<file path="config.mk">
export PLATFORM = sky130hd
export DESIGN_NAME = runaway_code_watchdog
export DESIGN_NICKNAME = d
export VERILOG_FILES = /design/src/verilog/runaway_code_watchdog_pkg.sv /design/src/verilog/runaway_code_watchdog.sv
export SDC_FILE = /design/constraint.sdc
export NUM_CORES = 1
export LEC_CHECK = 0
export ABC_CLOCK_PERIOD_IN_PS = 4200
export BUFFER_PORTS_ARGS = -buffer_cell sky130_fd_sc_hd__buf_2
export CAP_MARGIN = 20
export CORE_MARGIN = 5
export CORE_UTILIZATION = 30
export CTS_CLUSTER_SIZE = 8
export DETAILED_ROUTE_END_ITERATION = 10
export GPL_TIMING_DRIVEN = 0
export SLEW_MARGIN = 20
export SYNTH_ARGS = -nofsm -noshare
export SYNTH_HDL_FRONTEND = slang
export SYNTH_SLANG_ARGS = --single-unit
export TNS_END_PERCENT = 20
</file>
<file path="constraint.sdc">
create_clock -name clk -period 4.2 [get_ports clk]
set_input_delay 0.21 -clock clk [delete_from_list [all_inputs] [get_ports clk]]
set_output_delay 0.21 -clock clk [all_outputs]
set_load 0.01 [all_outputs]
</file>
<file path="src/verilog/runaway_code_watchdog_pkg.sv">
/*
 * Constants, register map and carrier types of the runaway-code watchdog.
 * Assumes a single 125 MHz clock that stands in for the crystal oscillator
 * clock, and a 32-bit AHB-Lite register bus.
 */
package runaway_code_watchdog_pkg;

  // ************************************************************
  // Counter structure
  // ************************************************************
  localparam int PRE_W = 12;
  localparam int CNT_W = 6;
  localparam int CHAIN_W = PRE_W + CNT_W;
  // Prescaler stages 5..12 sit in bits 4..11
  localparam int PRE_CLR_LSB = 4;
  localparam logic [CHAIN_W-1:0] LONG_TIMEOUT_CYC = 18'h3fff0;
  localparam logic [CHAIN_W-1:0] SHORT_TIMEOUT_CYC = 18'h01ff0;
  localparam int POR_CYCLES = 4096;
  localparam int POR_W = 13;
  localparam int RST_PULSE_CYCLES = 32;
  localparam int PULSE_W = 6;

  // ************************************************************
  // Register map (byte addresses, one word per register)
  // ************************************************************
  localparam int ADDR_W = 18;
  localparam logic [15:0] CLEAR_INDEX = 16'hffff;
  localparam logic [ADDR_W-1:0] CLEAR_ADDR = ADDR_W'({CLEAR_INDEX, 2'b00});
  localparam logic [ADDR_W-1:0] STATUS_ADDR = 18'h00000;
  localparam logic [ADDR_W-1:0] MASK_ADDR = 18'h00004;
  localparam logic [ADDR_W-1:0] COUNT_ADDR = 18'h00008;
  localparam int EV_W = 2;
  localparam int EV_WDOG = 0;
  localparam int EV_BADSTOP = 1;
  localparam logic [EV_W-1:0] STATUS_RST = 2'h0;
  localparam logic [EV_W-1:0] MASK_RST = 2'h0;

  // ************************************************************
  // Vector fetch and bus codes
  // ************************************************************
  localparam logic [15:0] RESET_VEC_HI = 16'hfffe;
  localparam logic [15:0] RESET_VEC_LO = 16'hffff;
  localparam logic [1:0] HTRANS_NONSEQ = 2'h2;

  typedef enum logic [4:0] {
    SEL_NONE = 5'h01,
    SEL_STATUS = 5'h02,
    SEL_MASK = 5'h04,
    SEL_COUNT = 5'h08,
    SEL_CLEAR = 5'h10
  } sel_t;

  // CPU core side events, all synchronous to clk
  typedef struct packed {
    logic stopExec;
    logic stopMode;
    logic fetchValid;
    logic [15:0] fetchAddr;
    logic internalReset;
  } cpu_ev_t;

  // Debug qualifiers: mode levels are synchronous, high-voltage detects are pins
  typedef struct packed {
    logic monitorMode;
    logic breakState;
  } dbg_mode_t;

  typedef struct packed {
    logic [1:0] hvIrqSync;
    logic [1:0] hvRstSync;
    logic [PRE_W-1:0] pre;
    logic [CNT_W-1:0] cnt;
    logic [POR_W-1:0] porCnt;
    logic porDone;
    logic [PULSE_W-1:0] pulseCnt;
    logic [EV_W-1:0] status;
    logic [EV_W-1:0] mask;
    sel_t dpSel;
    logic dpWrite;
    logic [31:0] rdata;
    logic irq;
    logic wdReset;
    logic rstOe;
  } wd_state_t;

endpackage

</file>
<file path="src/verilog/runaway_code_watchdog.sv">
/*
 * Runaway-code watchdog: prescaler plus counter, timeout reset pulse,
 * AHB-Lite register slave and a sticky-status interrupt line.
 * Assumes clk is the oscillator clock, the CPU event inputs are on clk,
 * and the high-voltage detect levels arrive unsynchronised from pins.
 */
// Implementation choice: the AHB-Lite register port.
`timescale 1ns/1ps

module runaway_code_watchdog #(
  parameter bit LONG_TIMEOUT = 1'b1,
  parameter bit STOP_LEGAL = 1'b1,
  parameter logic [17:0] LONG_CYC = runaway_code_watchdog_pkg::LONG_TIMEOUT_CYC,
  parameter logic [17:0] SHORT_CYC = runaway_code_watchdog_pkg::SHORT_TIMEOUT_CYC
) (
  // Clock, reset, clock enable
  input wire logic clk,
  input wire logic rstn,
  input wire logic ce,
  // AHB-Lite slave
  input wire logic hsel,
  input wire logic [runaway_code_watchdog_pkg::ADDR_W-1:0] haddr,
  input wire logic [1:0] htrans,
  input wire logic hwrite,
  input wire logic [2:0] hsize,
  input wire logic [31:0] hwdata,
  input wire logic hready,
  output logic [31:0] hrdata,
  output logic hreadyout,
  output logic hresp,
  // CPU core events and reset vector
  input wire runaway_code_watchdog_pkg::cpu_ev_t cpuEv,
  input wire logic [7:0] resetVectorLow,
  // Debug mode qualifiers and high-voltage detect pins
  input wire runaway_code_watchdog_pkg::dbg_mode_t dbgMode,
  input wire logic hvIrqPinDetect,
  input wire logic hvRstPinDetect,
  // Reset outputs
  output logic wdReset,
  output logic rstPinOut,
  output logic rstPinOe,
  // Reset-cause interrupt line
  output logic irq
);

  // ************************************************************
  // Elaboration checks
  // ************************************************************
  localparam logic [17:0] LIMIT = LONG_TIMEOUT ? LONG_CYC : SHORT_CYC;

  if (LONG_CYC < 18'h00010 || SHORT_CYC < 18'h00010) begin : g_bad_limit
    $error("timeout must be at least sixteen cycles");
  end

  // ************************************************************
  // State
  // ************************************************************
  runaway_code_watchdog_pkg::wd_state_t s_q;
  runaway_code_watchdog_pkg::wd_state_t s_d;

  logic [runaway_code_watchdog_pkg::CHAIN_W-1:0] chain;
  logic [runaway_code_watchdog_pkg::CHAIN_W-1:0] chainNext;
  logic addrPhase;
  logic disabled;
  logic counting;
  logic overflow;
  logic clearWrite;
  logic preClear;
  logic fullClear;
  logic stopActive;
  logic badStop;
  logic resetVecFetch;
  logic porHit;
  logic [runaway_code_watchdog_pkg::EV_W-1:0] events;
  logic [runaway_code_watchdog_pkg::EV_W-1:0] w1c;
  runaway_code_watchdog_pkg::sel_t sel;

  always_comb begin
    s_d = s_q;

    // Pin-level high-voltage detects; stage 0 feeds only stage 1
    s_d.hvIrqSync = {s_q.hvIrqSync[0], hvIrqPinDetect};
    s_d.hvRstSync = {s_q.hvRstSync[0], hvRstPinDetect};

    // ************************************************************
    // Qualifiers
    // ************************************************************
    disabled = (dbgMode.monitorMode && (s_q.hvIrqSync[1] || s_q.hvRstSync[1]))
      || (dbgMode.breakState && s_q.hvRstSync[1]);
    // With stop illegal the core never halts, so stop mode cannot gate us
    stopActive = STOP_LEGAL && cpuEv.stopMode;
    badStop = !STOP_LEGAL && cpuEv.stopExec;
    // Wait mode is not an input at all: it never stops the count
    counting = !disabled && !stopActive && (s_q.pulseCnt == '0);
    resetVecFetch = cpuEv.fetchValid && (cpuEv.fetchAddr == runaway_code_watchdog_pkg::RESET_VEC_HI
      || cpuEv.fetchAddr == runaway_code_watchdog_pkg::RESET_VEC_LO);

    // ************************************************************
    // Power-on prescaler clear
    // ************************************************************
    porHit = 1'b0;
    if (!s_q.porDone) begin
      if (s_q.porCnt == runaway_code_watchdog_pkg::POR_W'(runaway_code_watchdog_pkg::POR_CYCLES - 1)) begin
        porHit = 1'b1;
        s_d.porDone = 1'b1;
      end else begin
        s_d.porCnt = s_q.porCnt + 1'b1;
      end
    end

    // ************************************************************
    // Bus address phase
    // ************************************************************
    addrPhase = hsel && hready && (htrans == runaway_code_watchdog_pkg::HTRANS_NONSEQ);
    unique case (haddr)
      runaway_code_watchdog_pkg::STATUS_ADDR: sel = runaway_code_watchdog_pkg::SEL_STATUS;
      runaway_code_watchdog_pkg::MASK_ADDR: sel = runaway_code_watchdog_pkg::SEL_MASK;
      runaway_code_watchdog_pkg::COUNT_ADDR: sel = runaway_code_watchdog_pkg::SEL_COUNT;
      runaway_code_watchdog_pkg::CLEAR_ADDR: sel = runaway_code_watchdog_pkg::SEL_CLEAR;
      default: sel = runaway_code_watchdog_pkg::SEL_NONE;
    endcase
    if (addrPhase) begin
      s_d.dpSel = sel;
      s_d.dpWrite = hwrite;
      // Read data is registered here so it stands through the data phase
      unique case (sel)
        runaway_code_watchdog_pkg::SEL_STATUS: s_d.rdata = 32'(s_q.status);
        runaway_code_watchdog_pkg::SEL_MASK: s_d.rdata = 32'(s_q.mask);
        runaway_code_watchdog_pkg::SEL_COUNT: s_d.rdata = 32'({s_q.cnt, s_q.pre});
        runaway_code_watchdog_pkg::SEL_CLEAR: s_d.rdata = 32'(resetVectorLow);
        default: s_d.rdata = 32'h0000_0000;
      endcase
    end else begin
      s_d.dpSel = runaway_code_watchdog_pkg::SEL_NONE;
      s_d.dpWrite = 1'b0;
      s_d.rdata = 32'h0000_0000;
    end

    // ************************************************************
    // Bus data phase writes
    // ************************************************************
    // Any data value, any size, clears; a read never does
    clearWrite = s_q.dpWrite && (s_q.dpSel == runaway_code_watchdog_pkg::SEL_CLEAR);
    w1c = '0;
    if (s_q.dpWrite && s_q.dpSel == runaway_code_watchdog_pkg::SEL_STATUS) begin
      w1c = hwdata[runaway_code_watchdog_pkg::EV_W-1:0];
    end
    if (s_q.dpWrite && s_q.dpSel == runaway_code_watchdog_pkg::SEL_MASK) begin
      s_d.mask = hwdata[runaway_code_watchdog_pkg::EV_W-1:0];
    end

    // ************************************************************
    // Prescaler and counter chain
    // ************************************************************
    chain = {s_q.cnt, s_q.pre};
    chainNext = chain + 1'b1;
    overflow = counting && (chainNext == LIMIT);
    fullClear = cpuEv.internalReset || overflow;
    preClear = porHit || resetVecFetch || (STOP_LEGAL && cpuEv.stopExec);

    if (counting) begin
      s_d.pre = chainNext[runaway_code_watchdog_pkg::PRE_W-1:0];
      s_d.cnt = chainNext[runaway_code_watchdog_pkg::CHAIN_W-1:runaway_code_watchdog_pkg::PRE_W];
    end
    if (clearWrite) begin
      s_d.cnt = '0;
      s_d.pre[runaway_code_watchdog_pkg::PRE_W-1:runaway_code_watchdog_pkg::PRE_CLR_LSB] = '0;
    end
    if (preClear) begin
      s_d.pre = '0;
    end
    if (fullClear) begin
      s_d.pre = '0;
      s_d.cnt = '0;
    end

    // ************************************************************
    // Reset pulse on overflow
    // ************************************************************
    if (overflow) begin
      s_d.pulseCnt = runaway_code_watchdog_pkg::PULSE_W'(runaway_code_watchdog_pkg::RST_PULSE_CYCLES);
    end else if (s_q.pulseCnt != '0) begin
      s_d.pulseCnt = s_q.pulseCnt - 1'b1;
    end
    // Pin and system reset are asserted for exactly the loaded count
    s_d.wdReset = (s_d.pulseCnt != '0);
    s_d.rstOe = (s_d.pulseCnt != '0);

    // ************************************************************
    // Sticky status and interrupt line
    // ************************************************************
    events = '0;
    events[runaway_code_watchdog_pkg::EV_WDOG] = overflow;
    events[runaway_code_watchdog_pkg::EV_BADSTOP] = badStop;
    // Set wins over a clear in the same cycle
    s_d.status = (s_q.status & ~w1c) | events;
    // This line reports the reset cause to a system controller, not the CPU
    s_d.irq = |(s_d.status & s_d.mask);
  end

  // ************************************************************
  // State register
  // ************************************************************
  always_ff @(posedge clk or negedge rstn) begin
    if (!rstn) begin
      s_q <= '{
        hvIrqSync: 2'h0,
        hvRstSync: 2'h0,
        pre: '0,
        cnt: '0,
        porCnt: '0,
        porDone: 1'b0,
        pulseCnt: '0,
        status: runaway_code_watchdog_pkg::STATUS_RST,
        mask: runaway_code_watchdog_pkg::MASK_RST,
        dpSel: runaway_code_watchdog_pkg::SEL_NONE,
        dpWrite: 1'b0,
        rdata: 32'h0000_0000,
        irq: 1'b0,
        wdReset: 1'b0,
        rstOe: 1'b0
      };
    end else if (ce) begin
      s_q <= s_d;
    end
  end

  // ************************************************************
  // Outputs
  // ************************************************************
  // Zero-wait slave: ready and OKAY are tied to constants, not flops
  assign hrdata = s_q.rdata;
  assign hreadyout = 1'b1;
  assign hresp = 1'b0;
  assign wdReset = s_q.wdReset;
  // Open-drain reset pin only ever pulls low
  assign rstPinOut = 1'b0;
  assign rstPinOe = s_q.rstOe;
  assign irq = s_q.irq;

endmodule

</file>
After elaboration in Yosys (flattened, before gate mapping)
Index checks and enable logic that the tools add are counted.
{ "totals": {"reg_bits": 86} }
{ "classes": {"add_sub_neg": 3, "n_eq_ne": 15, "n_mux": 15, "bitwise": 6, "n_reduce_logical": 31} }
{ "ops": {"columns": ["op", "n"], "rows": [
  ["one-hot mux 18 bit (4 select lines)", 1],
  ["two-way mux 38 bit", 1],
  ["equality test 18 bit (second input constant)", 2],
  ["two-way mux 18 bit", 2],
  ["equality test 16 bit (second input constant)", 2],
  ["one-hot mux 5 bit (4 select lines)", 1],
  ["adder 18 x 1 -> 18 bit (second input constant)", 1],
  ["equality test 18 x 3 -> 1 bit (second input constant)", 1],
  ["equality test 18 x 4 -> 1 bit (second input constant)", 1],
  ["zero test 18 bit", 1],
  ["two-way mux 6 bit", 3],
  ["adder 13 x 1 -> 13 bit (second input constant)", 1],
  ["equality test 13 x 12 -> 1 bit (second input constant)", 1],
  ["two-way mux 12 bit", 1],
  ["nonzero test 6 bit", 2],
  ["logical AND 1 bit", 11],
  ["equality test 5 x 2 -> 1 bit (second input constant)", 2],
  ["equality test 5 x 3 -> 1 bit (second input constant)", 2],
  ["equality test 5 bit (second input constant)", 2],
  ["two-way mux 8 bit", 1],
  ["zero test 6 bit", 1],
  ["logical OR 1 bit", 6],
  ["AND reduction 2 bit", 3],
  ["nonzero test 3 bit", 2],
  ["other kinds (13)", 19]
]} }

Logic depth before layout (Yosys ltp)
Gate-level depths: netlist of the first run.
{ "depth": {"word_depth": 10, "depth_mapped": 11} }

Worst setup path after synthesis of the first run
No wires, ideal clock.
{ "synth_timing": {"path_type": "flip-flop to flip-flop", "startpoint": "reg s_q[47] in the netlist's numbering", "endpoint": "reg s_q, in the netlist chain[8]", "setup_ns": 0.121, "t_arrival_ns": 2.300, "required_time_ns": 4.079, "slack_ns": 1.779, "stages_incl_launch_ff": 9, "path_buffers": 1, "synth_period_minus_slack_ns": 2.421, "cell_sequence": "dfrtp_1 or3_4 and4bb_1 buf_2 o211ai_1 a2111oi_4 nand4_4 a41o_1 a22o_1"} }
{ "synth_between": {"elab_chain_cells": 6} }
{ "synth_lines": {"columns": ["item", "line_no", "source"], "rows": [
  ["start, declared", "runaway_code_watchdog.sv:58", "runaway_code_watchdog_pkg::wd_state_t s_q;"],
  ["start signal, assigned", "runaway_code_watchdog.sv:206", "s_q <= '{"],
  ["zero test 6 bit (*)", "runaway_code_watchdog.sv:94", "counting = !disabled && !stopActive && (s_q.pulseCnt == '0);"],
  ["logical AND 1 bit (*)", "runaway_code_watchdog.sv:94", null],
  ["logical AND 1 bit", "runaway_code_watchdog.sv:157", "overflow = counting && (chainNext == LIMIT);"],
  ["logical OR 1 bit", "runaway_code_watchdog.sv:158", "fullClear = cpuEv.internalReset || overflow;"],
  ["nonzero test 4 bit (no source line)", null, null],
  ["AND reduction 2 bit (no source line)", null, null]
]} }
Mark *: on every way between the ends. The rest lies on a longest branch, timed or not.
A chain may end at the register's enable or synchronous reset.

Final worst setup path of the first run
{ "layout_timing": {"startpoint": "reg s_q, in the netlist chain[0]", "endpoint": "reg s_q, in the netlist chain[10]"} }
{ "layout_between": {"elab_chain_cells": 6} }
{ "layout_lines": {"columns": ["item", "line_no", "source"], "rows": [
  ["adder 18 x 1 -> 18 bit (*)", "runaway_code_watchdog.sv:156", "chainNext = chain + 1'b1;"],
  ["equality test 18 bit", "runaway_code_watchdog.sv:157", null],
  ["logical AND 1 bit", "runaway_code_watchdog.sv:157", null],
  ["logical OR 1 bit", "runaway_code_watchdog.sv:158", null],
  ["nonzero test 4 bit (no source line)", null, null],
  ["AND reduction 2 bit (no source line)", null, null]
]} }
Mark *: on every way between the ends. The rest lies on a longest branch, timed or not. The select of a mux whose other input is x is not followed.

==> results of run 1 <==
-- flip-flops by register name (all words and copies together), names as in the netlist --
signal and flops:
s_d 2, irq 1, rstPinOe 1, chain 18, s_q 32, hrdata 18
-- layout by cell type (no fill, tap or decap), types with 6 or more instances in the layout --
master / synthesis / final
buf_2: 5 / 82
dfrtp_1: 71 / 71
buf_4: 39 / 40
nor2_1: 26 / 26
nand2_1: 26 / 26
nand4_1: 22 / 22
nand3_1: 19 / 19
a31oi_1: 18 / 18
conb_1: 2 / 17
a22o_1: 15 / 15
inv_1: 13 / 13
clkbuf_1: 12 / 13
nor3_1: 13 / 13
o2bb2ai_1: 13 / 13
a21oi_1: 10 / 10
xor2_1: 10 / 10
clkbuf_16: 0 / 9
and2_1: 8 / 8
xnor2_1: 8 / 8
o21ai_0: 7 / 7
nor4_1: 7 / 7
mux2_2: 7 / 7
nor3b_1: 6 / 6
a22oi_1: 6 / 6
-- worst min-delay path by stage --
| stage | end | cells after the start |
|---|---|---|
| 6_report | s_d[86] | 2 |
| 5_1_grt | s_d[86] | 2 |
| 4_1_cts | s_d[86] | 2 |
| 3_5_place_dp | s_q[86] | 1 |
| 3_3_place_gp | s_d[86] | 2 |
| 2_1_floorplan | chain[0] | 0 |
-- where the power goes --
| group | internal, W | total (W) | switching [W] |
|---|---|---|---|
| clock | 0.000615 | 0.000907 | 0.000292 |
| combinational | 0.0000869 | 0.000193 | 0.000106 |
| sequential | 0.000726 | 0.000762 | 0.0000359 |
-- repair_timing --
action                                  4_1_cts  5_1_grt
endpoints found under the setup margin        0        0
hold buffers                                  1        0
hold endpoints to repair                     30        0
-- metrics by stage --
stage | hold slack (ns) | setup WS, ns | util (%) | instance area, µm² | power (W)
6_report | 0.109 | 1.33 | 38.4 | 5350 | 0.00186
3_3_place_gp | 0.447 | 1.40 | 35.6 | 4960 | 0.000958
3_5_place_dp | 0.183 | 1.40 | 35.7 | 4980 | 0.000965
2_1_floorplan | -0.0856 | 1.78 | - | 4340 | 0.000885
5_1_grt | 0.108 | 1.14 | 38.4 | 5350 | 0.00195
4_1_cts | 0.0981 | 1.40 | 38.4 | 5350 | 0.00189
-- kinds of logic after synthesis --
| group | after synthesis | share of synthesized area [%] |
|---|---|---|
| AND/OR/NAND/NOR | 165 | 22.2 |
| AO/OA/AOI/OAI | 100 | 18.0 |
| buffers and inverters | 73 | 9.96 |
| flip-flops | 72 | 42.1 |
| XOR/XNOR | 18 | 3.68 |
| multiplexers | 10 | 2.54 |
| adder cells (fa/ha/maj) | 5 | 1.46 |
| other | 2 | 0.175 |
-- metal layers --
| metal | up-vias | wire (µm) | GRT usage [%] |
|---|---|---|---|
| met5 | - | 0 | 0 |
| met4 | 0 | 176 | 4.89 |
| met3 | 15 | 654 | 2.51 |
| met2 | 123 | 5200 | 21.8 |
| met1 | 1799 | 5160 | 18.8 |
| li1 | 1813 | - | - |
-- area by class of cell --
cell class | count | area (µm²) | share of cell area, %
multi-input cells | 315 | 2110 | 39.5
flip-flops and latches | 72 | 1800 | 33.7
repair buffers | 80 | 423 | 7.91
plain buffers | 59 | 374 | 7.00
clock buffers | 12 | 256 | 4.80
well taps | 180 | 225 | 4.21
clock inverters | 4 | 98.8 | 1.85
inverters | 14 | 52.6 | 0.983
==> impl_metrics.env, run 1 <==
export IMPL_syn_inst=445
export IMPL_rsz0062_at_grt="no"
export IMPL_n_fill_cell=1408
export IMPL_timing_hold_worst_class="input pin to flop"
export IMPL_wl_per_cell_um=15.2
export IMPL_finClkSkew_ns=0.00541
export IMPL_path_cells="ha_1, nand4_1, nor4_1, xnor2_1, nor2_1, nand4_4, buf_2, a211oi_1, a21oi_1"
export IMPL_r2r_slack_ns=1.33
export IMPL_period_share_pct=68.4
export IMPL_die_x_um=130
export IMPL_async_reset_ff_share_pct=100
export IMPL_yosys_area_top_type="dfrtp_1"
export IMPL_yosys_warnings=0
export IMPL_dp_cells=719
export IMPL_drcViolationCount=0
export IMPL_wirelength_um=11200
export IMPL_drive_gt1_share_pct=29.3
export IMPL_synth_top_cells_by_count="dfrtp_1 (71), buf_4 (39), nand2_1 (26), nor2_1 (26), nand4_1 (22)"
export IMPL_cp_depth=9
export IMPL_via_count=3750
export IMPL_cts_sinks=72
export IMPL_ys_ff_latch=72
export IMPL_cp_required_ns=4.40
export IMPL_numPortBuffers=78
export IMPL_ys_flop_type="dfrtp_1"
export IMPL_status="finished clean"
export IMPL_nets=649
export IMPL_ios=131
export IMPL_cp_end_kind="flop"
export IMPL_regToRegEndpoint="chain[10]"
export IMPL_dpl_hpwl_um=8500
export IMPL_period_needed_ns=2.87
export IMPL_finalMaxSlewViolations=0
export IMPL_cts_root_buffer="clkbuf_16"
export IMPL_synth_distinct_cells=65
export IMPL_finalSetupViolations=0
export IMPL_clockBufferDepth=2
export IMPL_n_antenna_cell=0
export IMPL_min_from="hvIrqPinDetect"
export IMPL_worstPathArrival_ns=3.08
export IMPL_synth_most_common_cell="dfrtp_1"
export IMPL_slowest_stage="nor4_1"
export IMPL_grt_max_degree=42
export IMPL_critical_path_endpoint="chain[10]"
export IMPL_max_stage_delay_ns=0.52
export IMPL_worstRegToRegCells=9
export IMPL_yosysSeqAreaShare_pct=42.1
export IMPL_cts_htree_levels=3
export IMPL_dieArea_um2=16800
export IMPL_hold_violations=0
export IMPL_synth_top_area_share_pct=41.5
export IMPL_antenna_found_initial=0
export IMPL_cts_setup_buffers=0
export IMPL_first_pass_iters=4
export IMPL_peakVddDrop_mv=0.172
export IMPL_synth_top_cells_by_area="dfrtp_1 (41%), buf_4 (6.8%), nand4_1 (3.2%)"
export IMPL_max_cap_violations=0
export IMPL_clock_latency_ns=0.33
export IMPL_cts_resized=0
export IMPL_num_rows=43
export IMPL_tns_ns=0
export IMPL_start_util_pct=30.8
export IMPL_die_h_um=130
export IMPL_cp_start_kind="flop"
export IMPL_gp_congestion=0.928
export IMPL_syn_area_um2=4290
export IMPL_gr_total_overflow=0
export IMPL_cts_clk_slew_worst_paths_ns=0.06
export IMPL_p_leak_nw=2.49
export IMPL_detail_route_antenna_nets=0
export IMPL_p_per_area_nw_per_um2=348
export IMPL_timing_rr_start="chain[0]"
export IMPL_cp_top_family="simple AND/OR/NAND/NOR gates"
export IMPL_drt_iter0_drc=213
export IMPL_crit_start="chain[0]"
export IMPL_area_growth_pct=24.7
export IMPL_grt_pass1_wl_um=18600
export IMPL_viasPerCell=5.10
export IMPL_fmax_ghz=0.348
export IMPL_worst_slew_pin_slew_ns=1.03
export IMPL_cts_buffers_inserted=9
export IMPL_layout_cells_non_filler=736
export IMPL_post_synth_cell_area_avg_um2=9.63
export IMPL_track_usage_pct=13.7
export IMPL_slew_limit_headroom_pct=30.6
export IMPL_critPathMaxFanout=10
export IMPL_synth_edff_count=0
export IMPL_cts_tree="built"
export IMPL_path_class="flop to flop"
export IMPL_core_area_um2=13900
export IMPL_grt_pass1_vias=3687
export IMPL_critPathBufInv=1
(Power assumes the default switching activity.)
==> run 2, diff against run 1 <==
--- a/config.mk
+++ b/config.mk
@@ -5,7 +5,7 @@
 export SDC_FILE = /design/constraint.sdc
 export NUM_CORES = 1
 export LEC_CHECK = 0
-export ABC_CLOCK_PERIOD_IN_PS = 4200
+export ABC_CLOCK_PERIOD_IN_PS = 2500
 export BUFFER_PORTS_ARGS = -buffer_cell sky130_fd_sc_hd__buf_2
 export CAP_MARGIN = 20
 export CORE_MARGIN = 5
==> constraint.sdc (replaced) <==
create_clock -name clk -period 2.5 [get_ports clk]
set_input_delay 0.125 -clock clk [delete_from_list [all_inputs] [get_ports clk]]
set_output_delay 0.125 -clock clk [all_outputs]
set_load 0.01 [all_outputs]
==> impl_metrics.env, run 2 (synthesis gave the netlist of run 1 again) <==
export IMPL_cts_sinks=72
export IMPL_critPathBufInv=1
export IMPL_clock_latency_ns=0.33
export IMPL_grt_pass1_vias=3836
export IMPL_period_share_pct=101
export IMPL_path_class="flop to flop"
export IMPL_n_fill_cell=1378
export IMPL_finalMaxSlewViolations=0
export IMPL_dieArea_um2=16800
export IMPL_track_usage_pct=14.4
export IMPL_slew_limit_headroom_pct=29.6
export IMPL_max_stage_delay_ns=0.51
export IMPL_antenna_found_initial=0
export IMPL_cp_end_kind="flop"
export IMPL_p_per_area_nw_per_um2=563
export IMPL_cts_htree_levels=3
export IMPL_finClkSkew_ns=0.00437
export IMPL_cp_top_family="simple AND/OR/NAND/NOR gates"
export IMPL_ios=131
export IMPL_cts_clk_slew_worst_paths_ns=0.06
export IMPL_peakVddDrop_mv=0.289
export IMPL_drcViolationCount=0
export IMPL_regArea_um2=1810
export IMPL_layout_commonest_cell="buf_2"
export IMPL_hold_violations=0
export IMPL_via_count=3857
export IMPL_core_area_um2=13900
export IMPL_multi_input_area_um2=2210
export IMPL_worst_slew_pin_slew_ns=1.05
export IMPL_layout_cells_non_filler=761
export IMPL_most_common_layout_cells="buf_2 (79), dfrtp_1 (63), buf_4 (61)"
export IMPL_wirelength_um=11700
export IMPL_cp_required_ns=2.72
export IMPL_p_leak_nw=2.64
export IMPL_status="finished, violations left"
export IMPL_dp_cells=719
export IMPL_largest_register_ffs=32
export IMPL_num_rows=43
export IMPL_top_register="s_q"
export IMPL_die_h_um=130
export IMPL_dpl_hpwl_um=8500
export IMPL_grt_pass1_wl_um=19400
export IMPL_grt_max_degree=42
export IMPL_max_cap_violations=0
export IMPL_timing_hold_worst_class="input pin to flop"
export IMPL_slowest_stage="or4_4"
export IMPL_drt_iter0_drc=213
export IMPL_drive_gt1_share_pct=36.0
export IMPL_worstPathArrival_ns=2.75
export IMPL_clockBufferDepth=2
export IMPL_n_antenna_cell=0
export IMPL_holdWs_ns=0.0257
export IMPL_gp_congestion=0.928
export IMPL_numPortBuffers=78
export IMPL_wl_per_cell_um=15.4
export IMPL_start_util_pct=30.8
export IMPL_cts_root_buffer="clkbuf_16"
export IMPL_detail_route_antenna_nets=0
export IMPL_cts_buffers_inserted=9
export IMPL_rsz0062_at_grt="yes"
export IMPL_nets=674
export IMPL_viasPerCell=5.07
export IMPL_period_needed_ns=2.53
export IMPL_area_growth_pct=32.1
export IMPL_critPathMaxFanout=5
export IMPL_gr_total_overflow=0
export IMPL_worst_slack_ns=-0.0302
export IMPL_path_cells="and3_4, buf_6, nand2_2, or4_4, o31ai_4, nand4_4, a41o_1, a22o_1"
export IMPL_fmax_ghz=0.395
export IMPL_die_x_um=130
export IMPL_finalSetupViolations=1
export IMPL_first_pass_iters=4
export IMPL_cp_start_kind="flop"
export IMPL_power_w=0.00319
export IMPL_violations="negative setup slack"
export IMPL_cts_tree="built"
[run 2: cell types whose count changed in the layout (fill, tap and decap cells not counted), moves of 3 or more]
cell,before,now
buf_4,40,61
dfrtp_1,71,63
dfrtp_2,0,8
buf_6,0,6
buf_2,82,79
[run 2: timing repair]
action	CTS	global route
setup buffers	21	2
gates cloned	2	0
endpoints found under the setup margin	24	24
hold endpoints to repair	30	0
hold buffers	1	0
resized for setup	23	17
pin swaps	11	2
[run 2: path summary, 6_finish.rpt]
kind                            startpoint  slack, ns  cells after the start       end
worst max register to register    chain[0]      -0.03                      8  chain[8]
worst min-delay path                hwrite       0.03                      3   s_q[35]
worst min register to register     s_q[60]       0.47                      1   s_q[60]
max in group asynchronous             rstn       1.64                      3  chain[8]
min in group asynchronous             rstn       0.28                      2   s_q[86]
worst max-delay path              chain[0]      -0.03                      8  chain[8]
[run 2: layout make-up]
cell class | instances | area share (%)
buffer | 59 | 7.20
sequential | 72 | 32.0
tap | 180 | 3.98
timing repair buffer | 104 | 10.6
clock buffer | 12 | 4.53
clock inverter | 4 | 1.75
inverter | 14 | 0.928
multi-input combinational | 316 | 39.0
[run 2: worst min-delay path, delay by kind of cell]
| family | cells | cell delay, ns |
|---|---|---|
| compound gates | 1 | 0.05 |
| buf+inv | 2 | 0.14 |
[run 2: where the power goes]
part / total [W] / switching, W / internal [W]
logic: 0.000402 / 0.000214 / 0.000188
registers: 0.00126 / 0.0000372 / 0.00122
clock network: 0.00153 / 0.000495 / 0.00103
total: 0.00319 / 0.000746 / 0.00244
[run 2: per-layer routing]
metal / up-vias / global-route usage (%) / routed length (µm) / part of all wire (%)
met2: 124 / 23.1 / 5490 / 47
li1: 1867 / - / - / -
met3: 14 / 2.51 / 738 / 6.3
met4: 0 / 4.65 / 141 / 1.2
met5: - / 0 / 0 / 0
met1: 1852 / 20.0 / 5350 / 46
[run 2: per-stage QoR]
| step | area [µm²] | setup WS, ns | setup TNS (ns) | utilization, % |
|---|---|---|---|---|
| 5_1_grt | 5660 | -0.120 | -0.901 | 40.6 |
| 6_report | 5660 | -0.0302 | -0.0302 | 40.6 |
| 4_1_cts | 5590 | 0.00135 | 0 | 40.1 |
| 3_5_place_dp | 4980 | -0.298 | -5.07 | 35.7 |
| 3_3_place_gp | 4960 | -0.303 | -4.91 | 35.6 |
| 2_1_floorplan | 4340 | 0.0788 | 0 | - |
==> run 3, diff against run 2 <==
--- a/config.mk
+++ b/config.mk
@@ -6,13 +6,16 @@
 export NUM_CORES = 1
 export LEC_CHECK = 0
 export ABC_CLOCK_PERIOD_IN_PS = 2500
-export BUFFER_PORTS_ARGS = -buffer_cell sky130_fd_sc_hd__buf_2
+export BUFFER_PORTS_ARGS = -buffer_cell sky130_fd_sc_hd__clkbuf_2
 export CAP_MARGIN = 20
+export CELL_PAD_IN_SITES_DETAIL_PLACEMENT = 1
+export CELL_PAD_IN_SITES_GLOBAL_PLACEMENT = 2
 export CORE_MARGIN = 5
-export CORE_UTILIZATION = 30
+export CORE_UTILIZATION = 28
 export CTS_CLUSTER_SIZE = 8
 export DETAILED_ROUTE_END_ITERATION = 10
 export GPL_TIMING_DRIVEN = 0
+export PLACE_DENSITY_LB_ADDON = 0.1
 export SLEW_MARGIN = 20
 export SYNTH_ARGS = -nofsm -noshare
 export SYNTH_HDL_FRONTEND = slang
==> impl_metrics.env, run 3 (synthesis gave the netlist of run 1 again) <==
export IMPL_fmax_ghz=0.388
export IMPL_max_cap_violations=0
export IMPL_max_stage_delay_ns=0.42
export IMPL_cp_end_kind="flop"
export IMPL_cts_sinks=72
export IMPL_period_needed_ns=2.58
export IMPL_p_per_area_nw_per_um2=527
export IMPL_finalSetupViolations=12
export IMPL_area_growth_pct=30.5
export IMPL_violations="negative setup slack"
export IMPL_slowest_stage="dfrtp_2"
export IMPL_layout_commonest_cell="clkbuf_2"
export IMPL_start_util_pct=28.4
export IMPL_status="finished, violations left"
export IMPL_die_h_um=134
export IMPL_grt_pass1_wl_um=22200
export IMPL_cts_htree_levels=3
export IMPL_layout_cells_non_filler=768
export IMPL_rsz0062_at_grt="yes"
export IMPL_top_layer="met4"
export IMPL_cts_root_buffer="clkbuf_16"
export IMPL_core_area_um2=15100
export IMPL_most_common_layout_cells="clkbuf_2 (78), dfrtp_1 (61), buf_4 (59)"
export IMPL_gp_congestion=0.781
export IMPL_detail_route_antenna_nets=0
export IMPL_slew_limit_headroom_pct=53.0
export IMPL_path_cells="or3_4, and4bb_1, buf_6, o211ai_1, a2111oi_4, nand4_4, a41o_1, a22o_1"
export IMPL_path_class="flop to flop"
export IMPL_finalMaxSlewViolations=0
export IMPL_n_antenna_cell=0
export IMPL_hold_violations=0
export IMPL_largest_register_ffs=32
export IMPL_nets=673
export IMPL_cp_top_family="compound AO/OA/AOI/OAI gates"
export IMPL_gr_total_overflow=0
export IMPL_wirelength_um=13700
export IMPL_dieArea_um2=17900
export IMPL_critPathMaxFanout=5
export IMPL_wl_per_cell_um=17.8
export IMPL_grt_max_degree=45
export IMPL_cts_clk_slew_worst_paths_ns=0.06
export IMPL_clock_latency_ns=0.34
export IMPL_drt_iter0_drc=119
export IMPL_peakVddDrop_mv=0.262
export IMPL_worst_slack_ns=-0.0777
export IMPL_clockBufferDepth=2
export IMPL_cp_start_kind="flop"
export IMPL_track_usage_pct=15.7
export IMPL_top_register="s_q"
export IMPL_tns_ns=-0.412
export IMPL_cts_tree="built"
export IMPL_via_count=3894
export IMPL_p_leak_nw=2.58
export IMPL_antenna_found_initial=0
export IMPL_drive_gt1_share_pct=35.2
export IMPL_wl_met2_um=6280
export IMPL_dp_cells=727
export IMPL_timing_hold_worst_class="input pin to flop"
export IMPL_drt_met1_wl_um=6540
export IMPL_dr_wl_met3_um=550
export IMPL_viasPerCell=5.07
export IMPL_die_x_um=134
export IMPL_drcViolationCount=0
export IMPL_dpl_hpwl_um=9990
export IMPL_period_share_pct=103
export IMPL_finClkSkew_ns=0.0132
export IMPL_ios=131
export IMPL_num_rows=45
export IMPL_critPathBufInv=1
export IMPL_worst_slew_pin_slew_ns=0.699
export IMPL_n_fill_cell=1805
export IMPL_grt_pass1_vias=4092
export IMPL_worstPathArrival_ns=2.80
export IMPL_first_pass_iters=4
export IMPL_cp_required_ns=2.72
export IMPL_numPortBuffers=78
export IMPL_cts_buffers_inserted=9
## run 3: routing by layer
metal,up-vias,track usage [%]
met5,-,0
met2,94,25.0
li1,1869,-
met1,1912,21.2
met3,19,3.13
met4,0,6.00
## run 3: power by group
part	total [W]	internal, W	switching, W
sequential	0.00127	0.00122	0.0000441
clock	0.00127	0.000773	0.000501
combinational	0.000408	0.000183	0.000225
total	0.00295	0.00218	0.000770
## run 3: area by class of cell
class / instances / area, µm² / share of cell area, %
inverter: 14 / 52.6 / 0.940
timing repair buffer: 103 / 608 / 10.9
sequential: 72 / 1820 / 32.5
clock buffer: 13 / 240 / 4.30
clock inverter: 3 / 42.5 / 0.761
buffer: 59 / 400 / 7.16
tap: 188 / 235 / 4.21
multi-input combinational: 316 / 2200 / 39.3
## run 3: metrics by stage
step           instance area (µm²)  setup WS, ns  hold slack, ns  power (W)  utilization (%)
2_1_floorplan                 4340        0.0788          -0.171    0.00149                -
3_3_place_gp                  4970        -0.415           0.347    0.00162             32.9
3_5_place_dp                  5000        -0.389           0.123    0.00164             33.1
4_1_cts                       5520        -0.110         0.00145    0.00299             36.6
5_1_grt                       5590        -0.181         0.00738    0.00310             37.1
6_report                      5590       -0.0777          0.0190    0.00295             37.1
## run 3: what timing repair did
action                                 CTS  global route
pin swaps                               12             0
resized for setup                       26             7
buffers inserted                        16             5
endpoints found under the hold margin   30             0
cloned                                   1             0
hold buffers                             3             0
setup endpoints to repair               24            25
## run 3: worst reg2reg max path, stage by stage, from the launching register on
cell	delay (ns)
dfrtp_2	0.42
or3_4	0.40
and4bb_1	0.30
buf_6	0.11
o211ai_1	0.14
a2111oi_4	0.36
nand4_4	0.21
a41o_1	0.31
a22o_1	0.21
## run 3: worst paths after layout
path	from	endpoint	slack, ns	cells past startpoint
worst max-delay path	s_q[48]	chain[8]	-0.08	8
worst min-delay path	hvRstPinDetect	s_d[84]	0.02	2
worst min register to register	s_q[58]	s_q[58]	0.46	1
max in group asynchronous	rstn	s_q[36]	1.59	3
worst max register to register	s_q[48]	chain[8]	-0.08	8
min in group asynchronous	rstn	hrdata[3]	0.30	2
